<file path="src/rtl/pdr_pkg.sv">
// How it works
// - format code picks BCD unit or binary
// - code 6 five-digit BCD, wide card only
// - display unit two or more forces BCD
// - display unit two or more sets stored reference units
// - unit 0 hertz, 1 percent, 2-39 rpm
// - 40 to 39999 user scale, low digits
// - leading digit gives decimal places
// - width switch with format picks 12/16 bits
// - binary weights upward; BCD nibbles lsd first
package pdr_pkg;
  localparam logic [7:0]  ADDR_FORMAT  = 8'h00;
  localparam logic [7:0]  ADDR_UNIT    = 8'h04;
  localparam logic [7:0]  ADDR_STATUS  = 8'h08;
  localparam logic [7:0]  ADDR_REF     = 8'h0c;
  localparam logic [7:0]  ADDR_UNITOUT = 8'h10;
  localparam logic [2:0]  FORMAT_RST   = 3'h0;
  localparam logic [15:0] UNIT_RST     = 16'h0000;
  localparam logic [2:0]  FMT_BINARY   = 3'h7;
  localparam logic [2:0]  FMT_BCD5     = 3'h6;
  localparam logic [15:0] UNIT_MAX     = 16'h9c3f;
  localparam logic [15:0] UNIT_RPM_LO  = 16'h0002;
  localparam logic [15:0] UNIT_USER_LO = 16'h0028;

  typedef enum logic [2:0] {
    PDR_U_PCT1    = 3'b000,
    PDR_U_PCT01   = 3'b001,
    PDR_U_HZ1     = 3'b010,
    PDR_U_HZ01    = 3'b011,
    PDR_U_HZ001   = 3'b100,
    PDR_U_BINARY  = 3'b101,
    PDR_U_DISPLAY = 3'b110
  } pdr_ref_unit_t;

  typedef enum logic [1:0] {
    PDR_D_HZ   = 2'b00,
    PDR_D_PCT  = 2'b01,
    PDR_D_RPM  = 2'b10,
    PDR_D_USER = 2'b11
  } pdr_disp_kind_t;

  typedef struct packed {
    logic [15:0] data;
    logic        sign;
    logic        strobe;
  } pdr_pins_t;

  typedef struct packed {
    logic [31:0]    magnitude;
    logic           negative;
    pdr_ref_unit_t  ref_unit;
    pdr_disp_kind_t disp_kind;
    logic [5:0]     poles;
    logic [13:0]    user_full;
    logic [2:0]     user_dp;
  } pdr_ref_t;
endpackage : pdr_pkg

</file>
<file path="src/rtl/pdr_decoder.sv">
// The register addresses and register access over APB are this design's own decisions.
`timescale 1ns/100ps
`default_nettype none
module pdr_decoder (
  // clock and reset
  input  wire logic          clk,
  input  wire logic          rst,
  // apb slave
  input  wire logic          psel,
  input  wire logic          penable,
  input  wire logic          pwrite,
  input  wire logic [7:0]    paddr,
  input  wire logic [31:0]   pwdata,
  output var  logic [31:0]   prdata,
  output var  logic          pready,
  output var  logic          pslverr,
  // terminal pins and card switch
  input  wire logic [15:0]   ref_data_pins,
  input  wire logic          ref_sign_pin,
  input  wire logic          ref_strobe_pin,
  input  wire logic          input_width_switch,
  // drive state
  input  wire logic          drive_running,
  // decoded reference
  output var  pdr_pkg::pdr_ref_t ref_out,
  output var  logic          ref_valid
);
  import pdr_pkg::*;

  // pin synchronisers and card switch
  pdr_pins_t   pins_meta;
  pdr_pins_t   pins_sync;
  logic [1:0]  wide_sync;
  logic        is_wide;

  // settings held by software
  logic [2:0]  reference_format_select;
  logic [15:0] display_unit_select;

  // captured reference word
  logic [15:0] word_latched;
  logic        sign_latched;
  logic        captured;

  // address match, shared by every register
  function automatic logic addr_is(input logic [7:0] a,
                                   input logic [7:0] b);
    return a == b;
  endfunction : addr_is

  // display-unit value at or above a bound
  function automatic logic unit_at_least(input logic [15:0] u,
                                         input logic [15:0] b);
    return u >= b;
  endfunction : unit_at_least

  // two flip-flops on every pin before any logic reads it
  always_ff @(posedge clk or posedge rst) begin
    if (rst) begin
      pins_meta <= '0;
    end else begin
      pins_meta <= '{ref_data_pins, ref_sign_pin, ref_strobe_pin};
    end
  end

  always_ff @(posedge clk or posedge rst) begin
    if (rst) begin
      pins_sync <= '0;
    end else begin
      pins_sync <= pins_meta;
    end
  end

  always_ff @(posedge clk or posedge rst) begin
    if (rst) begin
      wide_sync <= 2'b00;
    end else begin
      wide_sync <= {wide_sync[0], input_width_switch};
    end
  end

  assign is_wide = wide_sync[1];

  // apb phases
  wire apb_setup  = psel & ~penable;
  wire apb_access = psel & penable;
  wire apb_first  = apb_access & ~pready;
  wire apb_done   = apb_access & pready;

  // address decode
  wire hit_fmt  = addr_is(paddr, ADDR_FORMAT);
  wire hit_unit = addr_is(paddr, ADDR_UNIT);
  wire hit_stat = addr_is(paddr, ADDR_STATUS);
  wire hit_ref  = addr_is(paddr, ADDR_REF);
  wire hit_uout = addr_is(paddr, ADDR_UNITOUT);
  wire hit_ro   = hit_stat | hit_ref | hit_uout;
  wire mapped   = hit_fmt | hit_unit | hit_ro;

  // out-of-range or locked writes are refused
  wire [15:0] wr_unit  = pwdata[15:0];
  wire        unit_hi0 = pwdata[31:16] == 16'h0000;
  wire        unit_ok  = unit_hi0 && (wr_unit <= UNIT_MAX);
  wire        fmt_ok   = pwdata[31:3] == 29'h0;
  wire        locked   = drive_running;
  wire wr_fmt_bad  = hit_fmt & (~fmt_ok | locked);
  wire wr_unit_bad = hit_unit & (~unit_ok | locked);
  wire wr_err      = ~mapped | wr_fmt_bad |
                     wr_unit_bad | hit_ro;
  wire rd_err      = ~mapped;
  wire any_err     = pwrite ? wr_err : rd_err;

  // a write lands at the edge where pready is sampled high
  wire        wr_land       = apb_done & pwrite;
  wire        fmt_take      = wr_land & hit_fmt & ~wr_fmt_bad;
  wire        unit_take     = wr_land & hit_unit & ~wr_unit_bad;
  wire [2:0]  next_format   = fmt_take ? pwdata[2:0] :
                              reference_format_select;
  wire [15:0] next_unit_sel = unit_take ? wr_unit : display_unit_select;

  always_ff @(posedge clk or posedge rst) begin
    if (rst) begin
      reference_format_select <= FORMAT_RST;
    end else begin
      reference_format_select <= next_format;
    end
  end

  always_ff @(posedge clk or posedge rst) begin
    if (rst) begin
      display_unit_select <= UNIT_RST;
    end else begin
      display_unit_select <= next_unit_sel;
    end
  end

  // capture while the synced strobe is high
  wire next_captured = captured | pins_sync.strobe;
  always_ff @(posedge clk or posedge rst) begin
    if (rst) begin
      word_latched <= 16'h0000;
    end else if (pins_sync.strobe) begin
      word_latched <= pins_sync.data;
    end
  end

  always_ff @(posedge clk or posedge rst) begin
    if (rst) begin
      sign_latched <= 1'b0;
    end else if (pins_sync.strobe) begin
      sign_latched <= pins_sync.sign;
    end
  end

  always_ff @(posedge clk or posedge rst) begin
    if (rst) begin
      captured <= 1'b0;
    end else begin
      captured <= next_captured;
    end
  end

  // format interpretation
  wire force_bcd = unit_at_least(display_unit_select, UNIT_RPM_LO);
  wire is_fmt6   = reference_format_select == FMT_BCD5;
  wire fmt_bcd5  = is_fmt6 & is_wide;
  wire is_fmt7   = reference_format_select == FMT_BINARY;
  wire fmt_bin   = is_fmt7 & ~force_bcd;
  wire [2:0] n_digits = fmt_bcd5 ? 3'd5 : (is_wide ? 3'd4 : 3'd3);

  // five-digit mode uses the sign line as the top data bit
  wire [19:0] bcd_word = fmt_bcd5 ?
      {3'b000, sign_latched, word_latched} : {4'h0, word_latched};
  wire [15:0] bin_word = is_wide ? word_latched :
      {4'h0, word_latched[11:0]};

  // one stage per digit, most significant first; unused digits pass
  wire [31:0] bcd_stage [6];
  assign bcd_stage[0] = 32'h0000_0000;
  for (genvar g = 0; g < 5; g++) begin : g_bcd
    localparam int D = 4 - g;
    wire [3:0]  digit  = bcd_word[D*4 +: 4];
    wire        in_use = 3'(D) < n_digits;
    wire [31:0] scaled = 32'(bcd_stage[g] * 32'd10);
    wire [31:0] summed = 32'(scaled + {28'h0, digit});
    assign bcd_stage[g+1] = in_use ? summed : bcd_stage[g];
  end
  // sign and magnitude
  wire [31:0] bcd_mag  = bcd_stage[5];
  wire [31:0] next_mag = fmt_bin ? {16'h0000, bin_word} : bcd_mag;
  wire        next_neg = ~fmt_bcd5 & sign_latched;

  pdr_ref_unit_t next_unit;
  always_comb begin
    // codes 1 and 2 share one unit
    unique case (reference_format_select)
      3'h0: next_unit = PDR_U_PCT1;
      3'h1: next_unit = PDR_U_PCT01;
      3'h2: next_unit = PDR_U_PCT01;
      3'h3: next_unit = PDR_U_HZ1;
      3'h4: next_unit = PDR_U_HZ01;
      3'h5: next_unit = PDR_U_HZ001;
      3'h6: next_unit = is_wide ? PDR_U_HZ001 : PDR_U_HZ01;
      3'h7: next_unit = PDR_U_BINARY;
    endcase
    if (force_bcd) begin
      next_unit = PDR_U_DISPLAY;
    end
  end

  // display unit decode
  wire [15:0] du        = display_unit_select;
  wire [15:0] user_lead = 16'(du / 16'd10000);
  wire [15:0] user_low  = 16'(du % 16'd10000);
  wire        is_hz     = du == 16'h0000;
  wire        is_pct    = du == 16'h0001;
  wire        is_user   = unit_at_least(du, UNIT_USER_LO);
  wire        is_rpm    = ~is_hz & ~is_pct & ~is_user;
  pdr_disp_kind_t next_kind;
  assign next_kind = is_hz  ? PDR_D_HZ  :
                     is_pct ? PDR_D_PCT :
                     is_rpm ? PDR_D_RPM : PDR_D_USER;
  wire [5:0]  next_poles = is_rpm ?
      du[5:0] : 6'h00;
  wire [13:0] next_full  = is_user ?
      user_low[13:0] : 14'h0000;
  wire [2:0]  next_dp    = is_user ?
      user_lead[2:0] : 3'h0;

  // one unit setting governs stored reference and monitors
  pdr_ref_t next_ref;
  assign next_ref = '{next_mag, next_neg, next_unit, next_kind,
                      next_poles, next_full, next_dp};

  always_ff @(posedge clk or posedge rst) begin
    if (rst) begin
      ref_out <= '0;
    end else begin
      ref_out <= next_ref;
    end
  end

  // valid from the first capture on
  wire next_valid = captured;
  always_ff @(posedge clk or posedge rst) begin
    if (rst) begin
      ref_valid <= 1'b0;
    end else begin
      ref_valid <= next_valid;
    end
  end

  // read words
  wire [4:0]  stat_bits = {force_bcd, fmt_bin, is_wide,
                           locked, captured};
  wire [31:0] stat_word = {27'h0, stat_bits};
  wire [31:0] ref_word  = {ref_out.negative, ref_out.magnitude[30:0]};
  wire [31:0] uout_word = {3'h0, ref_out.ref_unit, ref_out.disp_kind,
                           ref_out.poles, ref_out.user_full, 1'b0,
                           ref_out.user_dp};
  wire [31:0] fmt_word  = {29'h0, reference_format_select};
  wire [31:0] unit_word = {16'h0000, display_unit_select};

  wire [31:0] rd_mux =
      hit_fmt  ? fmt_word  :
      hit_unit ? unit_word :
      hit_stat ? stat_word :
      hit_ref  ? ref_word  :
      hit_uout ? uout_word : 32'h0000_0000;

  // one wait state: answer in the second access cycle
  wire        next_pready  = apb_first;
  wire        next_pslverr = apb_first & any_err;
  wire [31:0] next_prdata  = (apb_first & ~pwrite) ? rd_mux : 32'h0000_0000;

  always_ff @(posedge clk or posedge rst) begin
    if (rst) begin
      pready <= 1'b0;
    end else begin
      pready <= next_pready;
    end
  end

  // a refused write leaves the stored settings untouched
  always_ff @(posedge clk or posedge rst) begin
    if (rst) begin
      pslverr <= 1'b0;
    end else begin
      pslverr <= next_pslverr;
    end
  end

  always_ff @(posedge clk or posedge rst) begin
    if (rst) begin
      prdata <= 32'h0000_0000;
    end else begin
      prdata <= next_prdata;
    end
  end

  wire unused_ok = apb_setup;
endmodule : pdr_decoder
`default_nettype wire

</file>
<file path="config.mk">
export PLATFORM = sky130hd
export DESIGN_NAME = pdr_decoder
export DESIGN_NICKNAME = d
export VERILOG_FILES = /design/src/rtl/pdr_pkg.sv /design/src/rtl/pdr_decoder.sv
export SDC_FILE = /design/constraint.sdc
export NUM_CORES = 1
export LEC_CHECK = 0
export ABC_AREA = 1
export BUFFER_PORTS_ARGS = -buffer_cell sky130_fd_sc_hd__buf_2
export CAP_MARGIN = 15
export CORE_UTILIZATION = 61
export DETAILED_ROUTE_END_ITERATION = 8
export PLACE_DENSITY = 0.86
export SETUP_SLACK_MARGIN = 0.4
export SLEW_MARGIN = 10
export SYNTH_ARGS = -nofsm -noshare
export SYNTH_HDL_FRONTEND = slang
export SYNTH_SLANG_ARGS = --single-unit
</file>
<file path="constraint.sdc">
create_clock -name clk -period 16.3 [get_ports clk]
set_input_delay 3.26 -clock clk [delete_from_list [all_inputs] [get_ports clk]]
set_output_delay 3.26 -clock clk [all_outputs]
set_load 0.005 [all_outputs]
</file>
==> results.cfg <==
[timing]
hold_viol_final = 0
max_freq_ghz = 0.136
maxSlewViolCount = 0
setup_tns_ns = 0
rsz0062_at_grt = false
skew_ns = 0.0165
final.min_clock_period_ns = 7.37
min_period_over_period_pct = 45.2
worstMarginPinSlew_ns = 1.05
layout_setup_ws_ns = 8.93
finalSetupViolations = 0
relSlewSlack_pct = 30.0

[detailed_routing]
drt_wl_total_um = 23600
drtIter0Drc = 637
vias_per_cell = 5.60
vias = 7792
first_pass_iters = 6
drc = 0
routedWlPerCell_um = 16.9
drtAntennaViolNets = 0

[layout]
final_cell_mix = nand2_1 (203), dfrtp_1 (157), inv_1 (153), buf_2 (146), nor2_1 (96)
area.growth.synth_to_final_pct = 16.6
layout-drive-gt1-share_pct = 18.9
final_util_pct = 74.0
final_nets = 1327
final_common_cell = nand2_1

[clock_network]
root_buffer = clkbuf_16
post_cts_buffers = 0
clk_latency_ns = 0.45
hold_buffers = 0
h-tree-depth = 4
cts.sinks = 157
ctsResizeCount = 0
cts.path.max_buffers = 2
cts_made_buffers = 17
path_clk_slew_ns = 0.08
cts_tree = done

[place]
gp_congestion = 0.970
dp_hpwl_um = 17400
port_buffers = 146
dp_slack_ns = 9.01

[grt]
grt_max_degree = 80
grt_pass1_vias = 7610
overflow = 0
grt_pass1_wl_um = 37100
antenna_found_initial = 0
grt_usage_pct = 33.2

[critical_path]
worstPathRequired_ns = 16.63
rrSetupSlack_ns = 8.93
start_kind = register
crit_path_top_delay_cell = dfrtp_1
cp-end-kind = register
timing.rr.end = ref_out[46]
max_stage_delay_ns = 0.49
cp_max_fo = 9
critical_path_class = register to register
reg2reg_from = wide_sync[1]
cp.arrival_ns = 7.70
reg2reg_depth = 39
crit_top_cell = nand2_1

[die]
core_um2 = 14000
dieHeight_um = 123
die_w_um = 123
initial_utilization_pct = 63.5
design.die.area_um2 = 15100
rows = 43
io_pins = 161

[logic_synthesis]
yosysUniqueCellTypes = 50
avgSynthCellArea_um2 = 8.47
yosys_warnings = 0
synth_fa_ha_area_share_pct = 9.63
synth_compound_area_share_pct = 11.1
synth_seq_cells = 157
synth_edf_count = 0
yosys.area_share.simple_pct = 20.5
ys.flop_type = dfrtp_1
synth_xor_area_share_pct = 4.72
synth_top_family_by_area = simple AND/OR/NAND/NOR gates
synth-seq-area-share_pct = 44.1
netlist_area_um2 = 8910
syn_inst = 1052
async_flop_share_pct = 100
synth_mux_area_share_pct = 0.505

[power_and_ir_drop]
pwr-share-comb_pct = 45.0
cellPowerDensity_nw_per_um2 = 151
sw_frac_of_total_pct = 42.2
pwr-share-seq_pct = 28.3
power_frac_clock_pct = 26.7
max-vdd-ir-drop_mv = 0.155
p_sw_mw = 0.665
cellLeakagePower_nw = 5.71
intPower_mw = 0.910

[run]
maxCapViolations = 0

[outcome]
status = finished clean

[worst_hold_path]
min_from = pins_meta[9]
whs_path_depth = 0
hold_class = register to register
holdPathEnd = pins_sync[9]
## worst max path at each step
| stage | slack [ns] | start | to |
|---|---|---|---|
| after floorplan | 8.81 | rst | captured |
| after global placement | 9.40 | wide_sync[1] | ref_out[45] |
| after detailed placement | 9.01 | wide_sync[1] | ref_out[46] |
| after CTS | 8.97 | wide_sync[1] | ref_out[46] |
| after global routing | 7.98 | wide_sync[1] | ref_out[46] |
| final | 8.93 | wide_sync[1] | ref_out[46] |
## critical path: cells and delay by family, from the launching register on
kind / cells / cell delay [ns]
buffers and inverters: 3 / 0.23
adders and majority gates: 9 / 2.64
AOI/OAI and AO/OA: 7 / 1.17
DFF: 1 / 0.49
and+or+nand+nor: 16 / 1.84
xor gates and xnor gates: 4 / 0.91
## state kept, by name (all words and copies together) (netlist names), 2 cells and up
register                 cells
pins_meta                   18
pins_sync                   18
reference_format_select      3
word_latched                16
wide_sync                    2
prdata                      30
ref_out                     49
display_unit_select         16
## through the flow
| stage | total power [mW] | hold slack (ns) | std cells | area [um^2] |
|---|---|---|---|---|
| floorplan | 0.974 | 0.331 | 1068 | 8970 |
| global placement | 1.13 | 0.331 | 1357 | 9740 |
| detailed placement | 1.15 | 0.335 | 1357 | 9740 |
| CTS | 1.57 | 0.344 | 1389 | 10400 |
| global route | 1.70 | 0.354 | 1390 | 10400 |
| finish | 1.57 | 0.340 | 1391 | 10400 |
## cell families after synthesis
group,after synthesis
XOR/XNOR,48
adder cells (fa/ha/maj),65
AO/OA/AOI/OAI,165
flip-flops,157
multiplexers,4
other,1
AND/OR/NAND/NOR,410
buffers and inverters,202
## power groups by stage
stage	Clock, mW	Combinational, mW	Sequential, mW
after floorplan	0	0.529	0.444
after global placement	0	0.677	0.451
after detailed placement	0	0.696	0.452
after CTS	0.424	0.703	0.445
after global routing	0.438	0.811	0.448
final	0.420	0.708	0.446
## synth_stat cells (all sizes together), types with 3 or more instances
master	instances	share of area [%]
nand4	12	0.84
a221o	11	1.2
nand3b	3	0.25
dfrtp	157	44
fa	6	1.3
a31oi	7	0.56
nand3	40	2.6
a21oi	47	2.7
mux2	4	0.51
o21bai	5	0.42
nor3	13	0.73
o211ai	11	0.93
nor2	106	4.9
xnor2	15	1.5
a21o	4	0.34
clkbuf	22	0.93
xor2	33	3.2
o22ai	4	0.28
inv	159	6.7
ha	59	8.3
buf	19	1.7
nand2	216	9.7
nor4	11	0.77
o21ai	70	4.1
## final cells by class
class                      instances  area, um^2
multi-input combinational        709        4220
sequential                       157        3930
fill                            1034        3650
timing repair buffer             151         776
inverter                         161         609
clock buffer                      17         425
tap                              180         225
clock inverter                    15         213
antenna                            1        2.50
## metal layers
metal / track usage [%] / vias up / part of all wire, % / wire length [um]
li1: - / 3662 / - / -
met1: 39.1 / 3670 / 39 / 9180
met2: 55.3 / 357 / 49 / 11500
met3: 6.55 / 103 / 6.5 / 1540
met4: 22.0 / 0 / 5.9 / 1400
met5: 0 / - / 0 / 0
No activity file was read; power rests on OpenSTA's default activity.
